`src/hw/pit_pkg.sv`:
```
package pit_pkg;
    // ******************************
    // register map
    // ******************************
    localparam logic [3:0] PIT_OFF_MODE = 4'h0;
    localparam logic [3:0] PIT_OFF_FLAG = 4'h4;
    localparam logic [3:0] PIT_OFF_CLEAR = 4'h8;
    localparam logic [3:0] PIT_OFF_SNAP = 4'hC;
    localparam logic [3:0] PIT_OFF_IMASK = 4'h0 + 4'h0; // unused slot kept below
    localparam logic [7:0] PIT_OFF_ISTAT = 8'h10;
    localparam logic [7:0] PIT_OFF_IEN = 8'h14;

    // ******************************
    // field layout and reset values
    // ******************************
    localparam int PIT_CNT_W = 20;
    localparam int PIT_TALLY_W = 12;
    localparam int PIT_BIT_TIMER_ON = 24;
    localparam int PIT_BIT_IRQ_ON = 25;
    localparam int PIT_TALLY_LSB = 20;
    localparam int PIT_BIT_FLAG = 0;
    localparam logic [19:0] PIT_LIMIT_RST = 20'hFFFFF;
    localparam logic [31:0] PIT_MODE_RST = 32'h000FFFFF;
    localparam logic [4:0] PIT_PRESCALE = 5'h10;

    // ******************************
    // axi responses
    // ******************************
    localparam logic [1:0] PIT_RESP_OK = 2'h0;
    localparam logic [1:0] PIT_RESP_ERR = 2'h2;

    typedef struct packed {
        logic irq_on;
        logic timer_on;
        logic [19:0] limit;
    } pit_mode_t;
endpackage

```
`src/hw/pit_top.sv`:
```
module pit_top (
    // clock and reset
    input wire logic aclk,
    input wire logic aresetn,
    input wire logic clk_en,
    // core status
    input wire logic core_in_debug,
    // axi4-lite write address, data and response
    input wire logic [7:0] s_axi_awaddr,
    input wire logic s_axi_awvalid,
    output logic s_axi_awready,
    input wire logic [31:0] s_axi_wdata,
    input wire logic [3:0] s_axi_wstrb,
    input wire logic s_axi_wvalid,
    output logic s_axi_wready,
    output logic [1:0] s_axi_bresp,
    output logic s_axi_bvalid,
    input wire logic s_axi_bready,
    // axi4-lite read
    input wire logic [7:0] s_axi_araddr,
    input wire logic s_axi_arvalid,
    output logic s_axi_arready,
    output logic [31:0] s_axi_rdata,
    output logic [1:0] s_axi_rresp,
    output logic s_axi_rvalid,
    input wire logic s_axi_rready,
    // interrupts
    output logic tick_irq,
    output logic sys_irq
);
    // ******************************
    // state
    // ******************************
    pit_pkg::pit_mode_t mode_q;
    logic [19:0] count_q;
    logic [11:0] tally_q;
    logic flag_q;
    logic run_q;
    logic [3:0] pre_q;
    logic [1:0] istat_q;
    logic [1:0] ien_q;
    logic [7:0] aw_addr_q;
    logic aw_got_q;
    logic [31:0] w_data_q;
    logic [3:0] w_strb_q;
    logic w_got_q;

    logic tick;
    logic hit;
    logic wr_fire;
    logic rd_fire;
    logic clr_read;
    logic [31:0] rd_word;
    logic wr_ok;
    logic rd_ok;

    // tick pulses one clock in sixteen; debug freezes the divider too
    assign tick = (pre_q == 4'(pit_pkg::PIT_PRESCALE - 5'h01)) && !core_in_debug;
    assign hit = tick && run_q && (count_q == mode_q.limit);

    // ******************************
    // prescaler
    // ******************************
    always_ff @(posedge aclk) begin
        if (!aresetn) begin
            pre_q <= 4'h0;
        end else if (clk_en && !core_in_debug) begin
            pre_q <= pre_q + 4'h1;
        end
    end

    // ******************************
    // primary counter and run latch
    // ******************************
    // enable is looked at only while the count sits at zero, so a disable
    // made while the count is above zero finishes the interval in progress
    always_ff @(posedge aclk) begin
        if (!aresetn) begin
            run_q <= 1'b0;
        end else if (clk_en && count_q == 20'h00000) begin
            run_q <= mode_q.timer_on;
        end
    end

    always_ff @(posedge aclk) begin
        if (!aresetn) begin
            count_q <= 20'h00000;
        end else if (clk_en && tick && run_q) begin
            if (count_q == mode_q.limit) begin
                count_q <= 20'h00000;
            end else begin
                count_q <= count_q + 20'h00001;
            end
        end
    end

    // ******************************
    // tally and reached flag
    // ******************************
    // a completing interval in the same cycle as a clearing read wins:
    // the tally restarts at one and the flag stays set
    always_ff @(posedge aclk) begin
        if (!aresetn) begin
            tally_q <= 12'h000;
        end else if (clk_en) begin
            if (hit && clr_read) begin
                tally_q <= 12'h001;
            end else if (hit) begin
                tally_q <= tally_q + 12'h001;
            end else if (clr_read) begin
                tally_q <= 12'h000;
            end
        end
    end

    always_ff @(posedge aclk) begin
        if (!aresetn) begin
            flag_q <= 1'b0;
        end else if (clk_en) begin
            if (hit) begin
                flag_q <= 1'b1;
            end else if (clr_read) begin
                flag_q <= 1'b0;
            end
        end
    end

    // ******************************
    // axi write path
    // ******************************
    assign wr_fire = aw_got_q && w_got_q && !s_axi_bvalid;
    assign wr_ok = (aw_addr_q[7:4] == 4'h0) || (aw_addr_q == pit_pkg::PIT_OFF_ISTAT)
        || (aw_addr_q == pit_pkg::PIT_OFF_IEN);

    always_ff @(posedge aclk) begin
        if (!aresetn) begin
            aw_got_q <= 1'b0;
            aw_addr_q <= 8'h00;
            s_axi_awready <= 1'b0;
        end else if (clk_en) begin
            s_axi_awready <= !aw_got_q && !s_axi_awready && s_axi_awvalid;
            if (s_axi_awvalid && s_axi_awready) begin
                aw_got_q <= 1'b1;
                aw_addr_q <= s_axi_awaddr;
            end else if (wr_fire) begin
                aw_got_q <= 1'b0;
            end
        end
    end

    always_ff @(posedge aclk) begin
        if (!aresetn) begin
            w_got_q <= 1'b0;
            w_data_q <= 32'h00000000;
            w_strb_q <= 4'h0;
            s_axi_wready <= 1'b0;
        end else if (clk_en) begin
            s_axi_wready <= !w_got_q && !s_axi_wready && s_axi_wvalid;
            if (s_axi_wvalid && s_axi_wready) begin
                w_got_q <= 1'b1;
                w_data_q <= s_axi_wdata;
                w_strb_q <= s_axi_wstrb;
            end else if (wr_fire) begin
                w_got_q <= 1'b0;
            end
        end
    end

    always_ff @(posedge aclk) begin
        if (!aresetn) begin
            s_axi_bvalid <= 1'b0;
            s_axi_bresp <= pit_pkg::PIT_RESP_OK;
        end else if (clk_en) begin
            if (wr_fire) begin
                s_axi_bvalid <= 1'b1;
                s_axi_bresp <= wr_ok ? pit_pkg::PIT_RESP_OK : pit_pkg::PIT_RESP_ERR;
            end else if (s_axi_bready) begin
                s_axi_bvalid <= 1'b0;
            end
        end
    end

    // mode write never touches the counters; the limit is just compared later
    always_ff @(posedge aclk) begin
        if (!aresetn) begin
            mode_q <= pit_pkg::pit_mode_t'({pit_pkg::PIT_MODE_RST[25:24],
                pit_pkg::PIT_LIMIT_RST});
        end else if (clk_en && wr_fire && aw_addr_q == {4'h0, pit_pkg::PIT_OFF_MODE}) begin
            if (w_strb_q[0]) mode_q.limit[7:0] <= w_data_q[7:0];
            if (w_strb_q[1]) mode_q.limit[15:8] <= w_data_q[15:8];
            if (w_strb_q[2]) mode_q.limit[19:16] <= w_data_q[19:16];
            if (w_strb_q[3]) begin
                mode_q.timer_on <= w_data_q[pit_pkg::PIT_BIT_TIMER_ON];
                mode_q.irq_on <= w_data_q[pit_pkg::PIT_BIT_IRQ_ON];
            end
        end
    end

    // ******************************
    // system interrupt status and mask
    // ******************************
    // bit 0: interval completed, bit 1: clearing read; set beats write-one-clear
    always_ff @(posedge aclk) begin
        if (!aresetn) begin
            istat_q <= 2'h0;
        end else if (clk_en) begin
            if (wr_fire && aw_addr_q == pit_pkg::PIT_OFF_ISTAT && w_strb_q[0]) begin
                istat_q <= (istat_q & ~w_data_q[1:0]) | {clr_read, hit};
            end else begin
                istat_q <= istat_q | {clr_read, hit};
            end
        end
    end

    always_ff @(posedge aclk) begin
        if (!aresetn) begin
            ien_q <= 2'h0;
        end else if (clk_en && wr_fire && aw_addr_q == pit_pkg::PIT_OFF_IEN && w_strb_q[0]) begin
            ien_q <= w_data_q[1:0];
        end
    end

    always_ff @(posedge aclk) begin
        if (!aresetn) begin
            tick_irq <= 1'b0;
            sys_irq <= 1'b0;
        end else if (clk_en) begin
            // a hit beside a clearing read keeps the flag, so the line must stay up too
            tick_irq <= (hit || (flag_q && !clr_read)) && mode_q.irq_on;
            sys_irq <= |((istat_q | {clr_read, hit}) & ien_q);
        end
    end

    // ******************************
    // axi read path
    // ******************************
    assign rd_fire = s_axi_arvalid && s_axi_arready;
    assign clr_read = clk_en && rd_fire && s_axi_araddr == {4'h0, pit_pkg::PIT_OFF_CLEAR};
    assign rd_ok = s_axi_araddr[7:4] == 4'h0 || s_axi_araddr == pit_pkg::PIT_OFF_ISTAT
        || s_axi_araddr == pit_pkg::PIT_OFF_IEN;

    always_comb begin
        rd_word = 32'h00000000;
        case (s_axi_araddr)
            {4'h0, pit_pkg::PIT_OFF_MODE}: begin
                rd_word[19:0] = mode_q.limit;
                rd_word[pit_pkg::PIT_BIT_TIMER_ON] = mode_q.timer_on;
                rd_word[pit_pkg::PIT_BIT_IRQ_ON] = mode_q.irq_on;
            end
            {4'h0, pit_pkg::PIT_OFF_FLAG}: rd_word[pit_pkg::PIT_BIT_FLAG] = flag_q;
            {4'h0, pit_pkg::PIT_OFF_CLEAR}, {4'h0, pit_pkg::PIT_OFF_SNAP}: begin
                rd_word = {tally_q, count_q};
            end
            pit_pkg::PIT_OFF_ISTAT: rd_word[1:0] = istat_q;
            pit_pkg::PIT_OFF_IEN: rd_word[1:0] = ien_q;
            default: rd_word = 32'h00000000;
        endcase
    end

    // one read at a time; arready rises only while no answer is pending
    always_ff @(posedge aclk) begin
        if (!aresetn) begin
            s_axi_arready <= 1'b0;
            s_axi_rvalid <= 1'b0;
            s_axi_rdata <= 32'h00000000;
            s_axi_rresp <= pit_pkg::PIT_RESP_OK;
        end else if (clk_en) begin
            s_axi_arready <= !s_axi_arready && !s_axi_rvalid && s_axi_arvalid;
            if (rd_fire) begin
                s_axi_rvalid <= 1'b1;
                s_axi_rdata <= rd_word;
                s_axi_rresp <= rd_ok ? pit_pkg::PIT_RESP_OK : pit_pkg::PIT_RESP_ERR;
            end else if (s_axi_rready) begin
                s_axi_rvalid <= 1'b0;
            end
        end
    end
endmodule // pit_top

```
`config.mk`:
```
export PLATFORM = sky130hd
export DESIGN_NAME = pit_top
export DESIGN_NICKNAME = d
export VERILOG_FILES = /design/src/hw/pit_pkg.sv /design/src/hw/pit_top.sv
export SDC_FILE = /design/constraint.sdc
export NUM_CORES = 1
export LEC_CHECK = 0
export BUFFER_PORTS_ARGS = -buffer_cell sky130_fd_sc_hd__buf_2
export CAP_MARGIN = 15
export CELL_PAD_IN_SITES_DETAIL_PLACEMENT = 1
export CELL_PAD_IN_SITES_GLOBAL_PLACEMENT = 1
export CORE_ASPECT_RATIO = 0.9
export CORE_MARGIN = 8
export CORE_UTILIZATION = 25
export CTS_CLUSTER_SIZE = 24
export DETAILED_ROUTE_END_ITERATION = 8
export GPL_TIMING_DRIVEN = 0
export HOLD_SLACK_MARGIN = 0.06
export PLACE_DENSITY = 0.53
export SETUP_SLACK_MARGIN = 0.15
export SYNTH_ARGS = -nofsm -noshare
export SYNTH_HDL_FRONTEND = slang
export SYNTH_SLANG_ARGS = --single-unit
export TNS_END_PERCENT = 10
```
`constraint.sdc`:
```
create_clock -name aclk -period 5.1 [get_ports aclk]
set_input_delay 0.255 -clock aclk [delete_from_list [all_inputs] [get_ports aclk]]
set_output_delay 0.255 -clock aclk [all_outputs]
set_load 0.02 [all_outputs]
```
==> results.md, run 1 <==
- The worst hold-check path type is input port to flip-flop.
- The overall global routing resource usage is 13.45%.
- The overflow left after global routing is 0.
- The starting utilization of the core area is 25.37%.
- Counting both buffers and inverters, the worst setup path holds a total of 3.
- The final layout net count is 902.
- The final standard cell count with taps included and fillers excluded is 1157.
- The switching share of total power is 22.74%.
- The clock period minus final worst setup slack is 2.981 ns.
- On the critical path the largest part of the delay comes from simple AND/OR/NAND/NOR gates.
- TritonCTS built the clock tree.
- The count of fill cells added during filler insertion is 2883.
- The count of final hold-check violations is 0.
- Clock tree synthesis inserted a total of 17 buffers.
- The maximum resistive drop on vdd is 0.1779 mV.
- Clock-pin slew was measured on the worst setup and hold paths at 0.06 ns.
- In this run the remaining antenna-violating nets after routing total 0.
- The minimum setup slack in the final design is 2.119 ns.
- For this run, the slowest stage of the critical path takes 0.47 ns.
- At the end of routability-driven placement, the weighted congestion stood at 0.7725.
- Summed over all layers, the routed wires come to 19990 microns.
- The setup total negative slack is 0 ns.
- The critical path start-end classification is flip-flop to flip-flop.
- The diode insertion count for antenna repair is 0.
- The number of violations of the max-capacitance limit is 0.
- The synthesized area per cell is 8.594 sq um.
- The fraction of power consumed by combinational cells is 4.8%.
- The most used flip-flop cell after synthesis is sky130_fd_sc_hd__dfxtp_1.
- In the finished design, the share of the clock period the worst path needs comes to 58.45%.
- Yosys attributes the largest share of cell area to sky130_fd_sc_hd__dfxtp_1 (46%), sky130_fd_sc_hd__nand2_1 (7.1%), sky130_fd_sc_hd__mux2i_1 (6.9%).
- The HPWL after detailed placement is 15190 microns.
- The total iterations of the first detailed-routing run is 4.
- Of the cells placed in the final design, the portion with a size suffix greater than 1 is 15.55%.
- The number of distinct standard cells referenced by the synthesized netlist is 46.
- The power share of the sequential group is 43.5%.
- The number of antenna violations at the first check in global routing is 0.
- Internal power comes to 0.001996 W.
- The maximum fanout count along the critical path is 10.
- The first global-routing pass estimated 31930 microns of wire.
- The biggest area contributor in the post-synthesis netlist is sky130_fd_sc_hd__dfxtp_1.
- Across the routed clock network, the largest skew measured is 0.01153 ns.
- The gate count of the mapped netlist is 714.
- For the worst-skew pair, the clock arrives at the later sink with an insertion delay of 0.43 ns.
- The share of the synthesized area in the top cell type is 46.00%.
- For this run, design rule violations remaining after detail routing come to 0.
- At the placement stage, the worst setup path has a slack of 2.138 ns.
- The wire length per cell is 17.27 microns.
- The CTS H-tree depth is 4.
- Relative to the synthesized area, the layout overhead comes to 26.20%.
- The flow ran to the end, and the final reports show no timing, DRC or antenna violations.
- The total core area is 24190 sq um.
- The startpoint kind of the worst setup timing path is a flip-flop.
- Entering global routing, the biggest net connects 17 pins.
- The clock network accounts for 51.7% of the total power.
- The endpoint type of the worst setup path is a flip-flop.
- CTS saw 141 sinks.
- The final-report setup violation count is 0.
- For the worst setup path, the data required time is 5.41 ns.
- Headroom to the max-slew limit came out at 55.73%.
- The mapped netlist covers 6136 sq um.
- The number of port buffers is 88.
- The most numerous cell on the critical path is sky130_fd_sc_hd__clkbuf_1.
- For this design the top-level I/O count stands at 104.
- In this run the vertical extent of the chip is 164.6 microns.
- The number of storage elements in the synthesis netlist is 141.
- The die covers 29820 sq um.
- STA puts the critical path data arrival time at 3.29 ns.
- The count of pins over their slew limit was 0.
- The completed layout was analyzed and its total power is 0.002583 W.
- On the critical path, the stage with the largest delay is an instance of sky130_fd_sc_hd__nor4_1.
- The total number of vias is 5516.
- Setup repair after global routing left no endpoint under its margin.
- Static timing analysis puts the maximum clock frequency at 335.5 MHz.
- The number of resized instances in the post-cts repair step is 0.
- In the synthesized netlist the async set-or-reset flop fraction comes to 0%.
- The die is 181.1 microns wide.
- The placement row count is 54.
- For the pin with the worst max-slew slack, the measured transition is 0.6641 ns.
- The net load switching power is 0.0005876 W.
- The starting DRC count in detailed routing is 198.
- After synthesis, flip-flops and latches occupy 46.00% of the total area.
- The total power per unit cell area is 333.6 nW/um^2.
- The clock passes through at most 2 buffers.
- The signal on the critical path passes through clkbuf_1, xor2_1, nor4_1, and2_1, clkbuf_1, nand3_1, clkbuf_1, and3_1.
- In this run, synthesis inferred 0 flip-flops with an integrated enable.
- Including well taps, the total number of placed cells is 1111.
- The via count of the first global-routing pass is 5556.
- For this run, the number of Yosys warnings is 0.
- Clock tree synthesis selected as its root buffer the cell sky130_fd_sc_hd__clkbuf_16.
- The vias per cell is 4.768.
- The leakage dissipation is 3.198 nW.
==> cell families after synthesis <==
logic type / count (synthesis) / synth area share, %
mux: 42 / 6.851
buf+inv: 66 / 4.261
compound gates: 98 / 10.60
flops: 141 / 46.00
simple gates: 322 / 25.69
other cells: 1 / 0.06112
fa+ha+maj: 4 / 0.8157
xor+xnor: 40 / 5.710
==> cells in the final DEF (no fill, tap or decap), types with 15 or more instances in the layout <==
master                            n
sky130_fd_sc_hd__dfxtp_1        141
sky130_fd_sc_hd__nand2_1        116
sky130_fd_sc_hd__buf_2           93
sky130_fd_sc_hd__nor2_1          57
sky130_fd_sc_hd__clkbuf_1        48
sky130_fd_sc_hd__a21oi_1         48
sky130_fd_sc_hd__mux2i_1         42
sky130_fd_sc_hd__nor3_1          31
sky130_fd_sc_hd__xor2_1          30
sky130_fd_sc_hd__and3_1          28
sky130_fd_sc_hd__a221oi_1        21
sky130_fd_sc_hd__nand3_1         19
sky130_fd_sc_hd__clkbuf_16       17
sky130_fd_sc_hd__dlygate4sd3_1   15
==> worst paths after layout <==
| path | from | endpoint | slack (ns) | cells after the start |
|---|---|---|---|---|
| setup / recovery | count_q[13] | count_q[6] | 2.12 | 8 |
| hold / removal | s_axi_wdata[10] | w_data_q[10] | 0.07 | 3 |
| setup reg to reg | count_q[13] | count_q[6] | 2.12 | 8 |
| hold reg to reg | aw_addr_q[7] | aw_addr_q[7] | 0.45 | 2 |
==> registers in the layout, indices dropped and copies added (netlist names), 2 cells and up <==
register and flops:
w_data_q 22, istat_q 2, pre_q 4, w_strb_q 4
mode_q 22, count_q 20, ien_q 2, s_axi_rdata 32
aw_addr_q 8, tally_q 12
==> per-layer routing <==
| layer | up-vias | wire length (microns) | track usage, % |
|---|---|---|---|
| met5 | - | 0 | 0 |
| met4 | 0 | 215 | 3.797 |
| met3 | 20 | 529 | 2.749 |
| met2 | 88 | 9259 | 22.11 |
| met1 | 2662 | 9981 | 17.68 |
| li1 | 2746 | - | - |
==> power by group through the flow <==
stage	logic [W]	registers [W]	clock network (W)
after floorplan	0.0000562	0.00115	0
after global placement	0.000116	0.00115	0
after detailed placement	0.000117	0.00115	0
after CTS	0.000126	0.00112	0.00137
after global routing	0.000137	0.00113	0.00142
final	0.000123	0.00112	0.00134
==> timing repair <==
item	CTS	global route
hold endpoints to repair	15	0
setup buffers	0	0
hold buffers	15	0
==> cells in the mapped netlist, drive strengths merged (20+ instances only) <==
library cell and number:
clkbuf 48, nor2 57, and3 28, xor2 30
a221oi 22, a21oi 48, nor3 31, nand3 20
mux2i 42, dfxtp 141, nand2 116
==> worst min-delay path, stage by stage <==
cell                      delay (ns)
sky130_fd_sc_hd__buf_2          0.10
sky130_fd_sc_hd__nand2_1        0.04
sky130_fd_sc_hd__a21oi_1        0.05
==> area by class of cell <==
type	count	area [sq um]	area share, %
Tap cell	308	385.4	4.977
Clock inverter	13	188.9	2.440
Timing Repair Buffer	103	590.6	7.626
Clock buffer	18	439.2	5.671
Inverter	10	37.54	0.4847
Multi-Input combinational cell	508	3055	39.46
Sequential cell	141	2823	36.45
Buffer	56	224.0	2.892
==> through the flow <==
step	area, sq um	util (%)	hold slack [ns]
floorplan	6140	-	0.3910
global placement	6965	28.80	0.4390
detailed placement	6965	28.80	0.4469
CTS	7744	32.01	0.06027
global route	7744	32.01	0.06592
finish	7744	32.01	0.07105
(Power assumes the default switching activity.)
==> inputs of run 2 (changes only) <==
==> constraint.sdc (replaced) <==
create_clock -name aclk -period 2.9 [get_ports aclk]
set_input_delay 0.145 -clock aclk [delete_from_list [all_inputs] [get_ports aclk]]
set_output_delay 0.145 -clock aclk [all_outputs]
set_load 0.02 [all_outputs]
==> results.md, run 2 (synthesis results as in run 1) <==
- The number of port buffers came to 88 (unchanged).
- RSZ-0062 raised after global routing: false (unchanged).
- The actual slew at the worst max-slew pin is 0.6672 ns (was 0.6641 ns).
- The number of setup buffers added after CTS is 0 (unchanged).
- The diode insertion count for antenna repair is 0 (unchanged).
- The half-perimeter wire length after detailed placement is 15190 microns (unchanged).
- The maximum clock insertion buffer count was 2 (unchanged).
- The final weighted congestion in routability-driven placement came to 0.7725 (unchanged).
- The number of sinks on the clock net is 141 (unchanged).
- The startpoint kind of the worst setup timing path was a flip-flop (unchanged).
- The final layout net count is 923 (was 902).
- The number of antenna violations at the first check in global routing is 0 (unchanged).
- Regs by FF count: s_axi_rdata: 32 flops, mode_q: 22 flops, w_data_q: 22 flops (unchanged).
- The area taken by multi-input logic gates is 3067 sq um (was 3055 sq um).
- The leakage dissipation was 3.295 nW (was 3.198 nW).
- The post-synthesis to final-layout area growth was 29.87% (was 26.20%).
- The number of DRC violations after detailed routing is 0 (unchanged).
- The wire length per cell came to 17.11 microns (was 17.27 microns).
- Result of the run: finished clean (unchanged).
- The chip height was 164.6 microns (unchanged).
- The I/O pin count was 104 (unchanged).
- The met1 routed wirelength after detailed routing is 9930 microns (was 9981 microns).
- The vias per cell came to 4.723 (was 4.768).
- The count of final hold-check violations is 0 (unchanged).
- The critical-path cell with the highest stage delay was sky130_fd_sc_hd__or4_1 (was sky130_fd_sc_hd__nor4_1).
- The worst-case headroom to the max-slew limit is 55.52% (was 55.73%).
- The starting DRC count in detailed routing was 176 (was 198).
- The count of fill cells added during filler insertion came to 2869 (was 2883).
- Cell-by-cell listing of the critical path: clkbuf_1, xor2_1, nor4_1, nand3_1, or4_1, mux2i_1 (was clkbuf_1, xor2_1, nor4_1, and2_1, clkbuf_1, nand3_1, clkbuf_1, and3_1).
- The detailed route wirelength on metal2 came to 9531 microns (was 9259 microns).
- The CTS H-tree depth is 4 (unchanged).
- The total core area is 24190 sq um (unchanged).
- The number of violations of the max-capacitance limit is 0 (unchanged).
- The buffering stage count on the worst path with inverters included is 1 (was 3).
- The uppermost layer routed is met4 (unchanged).
- The kind of cell with the highest combined delay on the critical path is simple AND/OR/NAND/NOR gates (unchanged).
- The total number of vias is 5564 (was 5516).
- The critical path start-end classification is flip-flop to flip-flop (unchanged).
- The peak per-stage delay on the critical path came to 0.66 ns (was 0.47 ns).
- The via count of the first global-routing pass was 5617 (was 5556).
- The area enclosed by the die boundary is 29820 sq um (unchanged).
- The count of pins over their slew limit is 0 (unchanged).
- The setup total negative slack came to 0 ns (unchanged).
- The data arrival at the endpoint of the critical path is 2.81 ns (was 3.29 ns).
- The number of buffers created by CTS is 17 (unchanged).
- The total power per unit cell area is 572.9 nW/um^2 (was 333.6 nW/um^2).
- Commonest cells after routing, fill and taps aside: sky130_fd_sc_hd__dfxtp_1 (141), sky130_fd_sc_hd__nand2_1 (116), sky130_fd_sc_hd__buf_2 (93) (unchanged).
- The placement row count is 54 (unchanged).
- The data required time at the worst endpoint was 3.21 ns (was 5.41 ns).
- The clock latency on the worst-skew pair was 0.43 ns (about the same).
- The endpoint type of the worst setup path is a flip-flop (unchanged).
- The most common cell after layout, fill and taps aside is sky130_fd_sc_hd__dfxtp_1 (unchanged).
- The overflow left after global routing is 0 (unchanged).
- The cell chosen for the clock root is sky130_fd_sc_hd__clkbuf_16 (unchanged).
- The total stage count of the critical path came to 6 (was 8).
- The total area of sequential cells was 2823 sq um (unchanged).
- The largest net degree at the start of global routing is 17 (unchanged).
- The overall global routing resource usage is 13.51% (was 13.45%).
- The CTS tree is built (unchanged).
- The worst hold margin came to 0.1288 ns (was 0.07105 ns).
- The count of antenna-violating nets left after detailed routing is 0 (unchanged).
- The worst hold-check path type is input port to flip-flop (unchanged).
- The cell depth of the worst flop-to-flop path is 6 (was 8).
- The number of flip-flops in the largest register is 32 (unchanged).
- The wire length of the first global-routing pass is 32100 microns (was 31930 microns).
- The post-CTS clock slew at the launch and capture registers of the worst setup and hold paths is 0.06 ns (about the same).
- The final-report setup violation count is 0 (unchanged).
- The maximum achievable frequency was 400.5 MHz (was 335.5 MHz).
- The maximum resistive drop on vdd is 0.3161 mV (was 0.1779 mV).
- The total iterations of the first detailed-routing run is 4 (unchanged).
- The clock period minus final worst setup slack is 2.497 ns (was 2.981 ns).
- The share of the cycle needed by the critical path after routing is 86.09% (was 58.45%).
- The maximum fanout count along the critical path was 9 (was 10).
- The clock skew is 0.01191 ns (was 0.01153 ns).
- The starting utilization of the core area is 25.37% (unchanged).
- The aggregate routed wire length is 20160 microns (was 19990 microns).
- The share of layout cells above drive strength 1 was 15.75% (was 15.55%).
- The die boundary width is 181.1 microns (unchanged).
- The worst hold path depth is 3 (unchanged).
- The register with the most flip-flops is s_axi_rdata (unchanged).
- The met3 wire length is 508 microns (was 529 microns).
run 2: cell types whose count changed in the layout (fill, tap and decap cells not counted), sizes merged:
cell and delta:
dlygate4sd3 +21
run 2: repair_timing:
item,CTS,global route
cloned,0,0
pin swaps,0,0
resized for setup,4,1
hold buffers,36,0
setup endpoints to repair,10,9
hold endpoints to repair,36,0
run 2: worst register-to-register path: stages, from the launching register on:
cell and delay, ns:
sky130_fd_sc_hd__dfxtp_1 0.30, sky130_fd_sc_hd__clkbuf_1 0.31, sky130_fd_sc_hd__xor2_1 0.12, sky130_fd_sc_hd__nor4_1 0.43, sky130_fd_sc_hd__nand3_1 0.44, sky130_fd_sc_hd__or4_1 0.66
sky130_fd_sc_hd__mux2i_1 0.14
run 2: per-stage QoR:
stage | cell area [sq um] | instances | utilization [%] | total power (W) | setup WS, ns
after floorplan | 6140 | 715 | - | 0.002128 | 0.7190
after global placement | 6965 | 1111 | 28.80 | 0.002224 | -0.07848
after detailed placement | 6965 | 1111 | 28.80 | 0.002226 | -0.06241
after CTS | 7963 | 1178 | 32.92 | 0.004627 | 0.3345
after global routing | 7969 | 1178 | 32.95 | 0.004733 | 0.2051
final | 7969 | 1178 | 32.95 | 0.004565 | 0.4034
run 2: report_power, final:
| part | total [W] | switching [W] | internal [W] |
|---|---|---|---|
| Clock | 0.00235 | 0.000885 | 0.00146 |
| Sequential | 0.00198 | 0.0000170 | 0.00196 |
| Combinational | 0.000239 | 0.000135 | 0.000103 |
run 2: worst paths after layout:
| path | slack (ns) | end | start |
|---|---|---|---|
| min | 0.13 | sys_irq | core_in_debug |
| min reg2reg | 0.45 | aw_addr_q[7] | aw_addr_q[7] |
| max reg2reg | 0.40 | tally_q[3] | count_q[12] |
| max | 0.40 | tally_q[3] | count_q[12] |
run 2: final cells by class:
type / instances / area share (%)
plain buffers: 56 / 2.858
clock inverters: 13 / 2.371
repair buffers: 124 / 10.05
clock buffers: 18 / 5.511
flip-flops and latches: 141 / 35.42
multi-input cells: 508 / 38.48
well taps: 308 / 4.836
inverters: 10 / 0.4710
run 2: per-layer routing:
layer  vias to the layer above  GRT usage, %
li1                       2790             -
met1                      2687         17.69
met2                        72         22.42
met3                        15         2.639
met4                         0         3.797
met5                         -             0
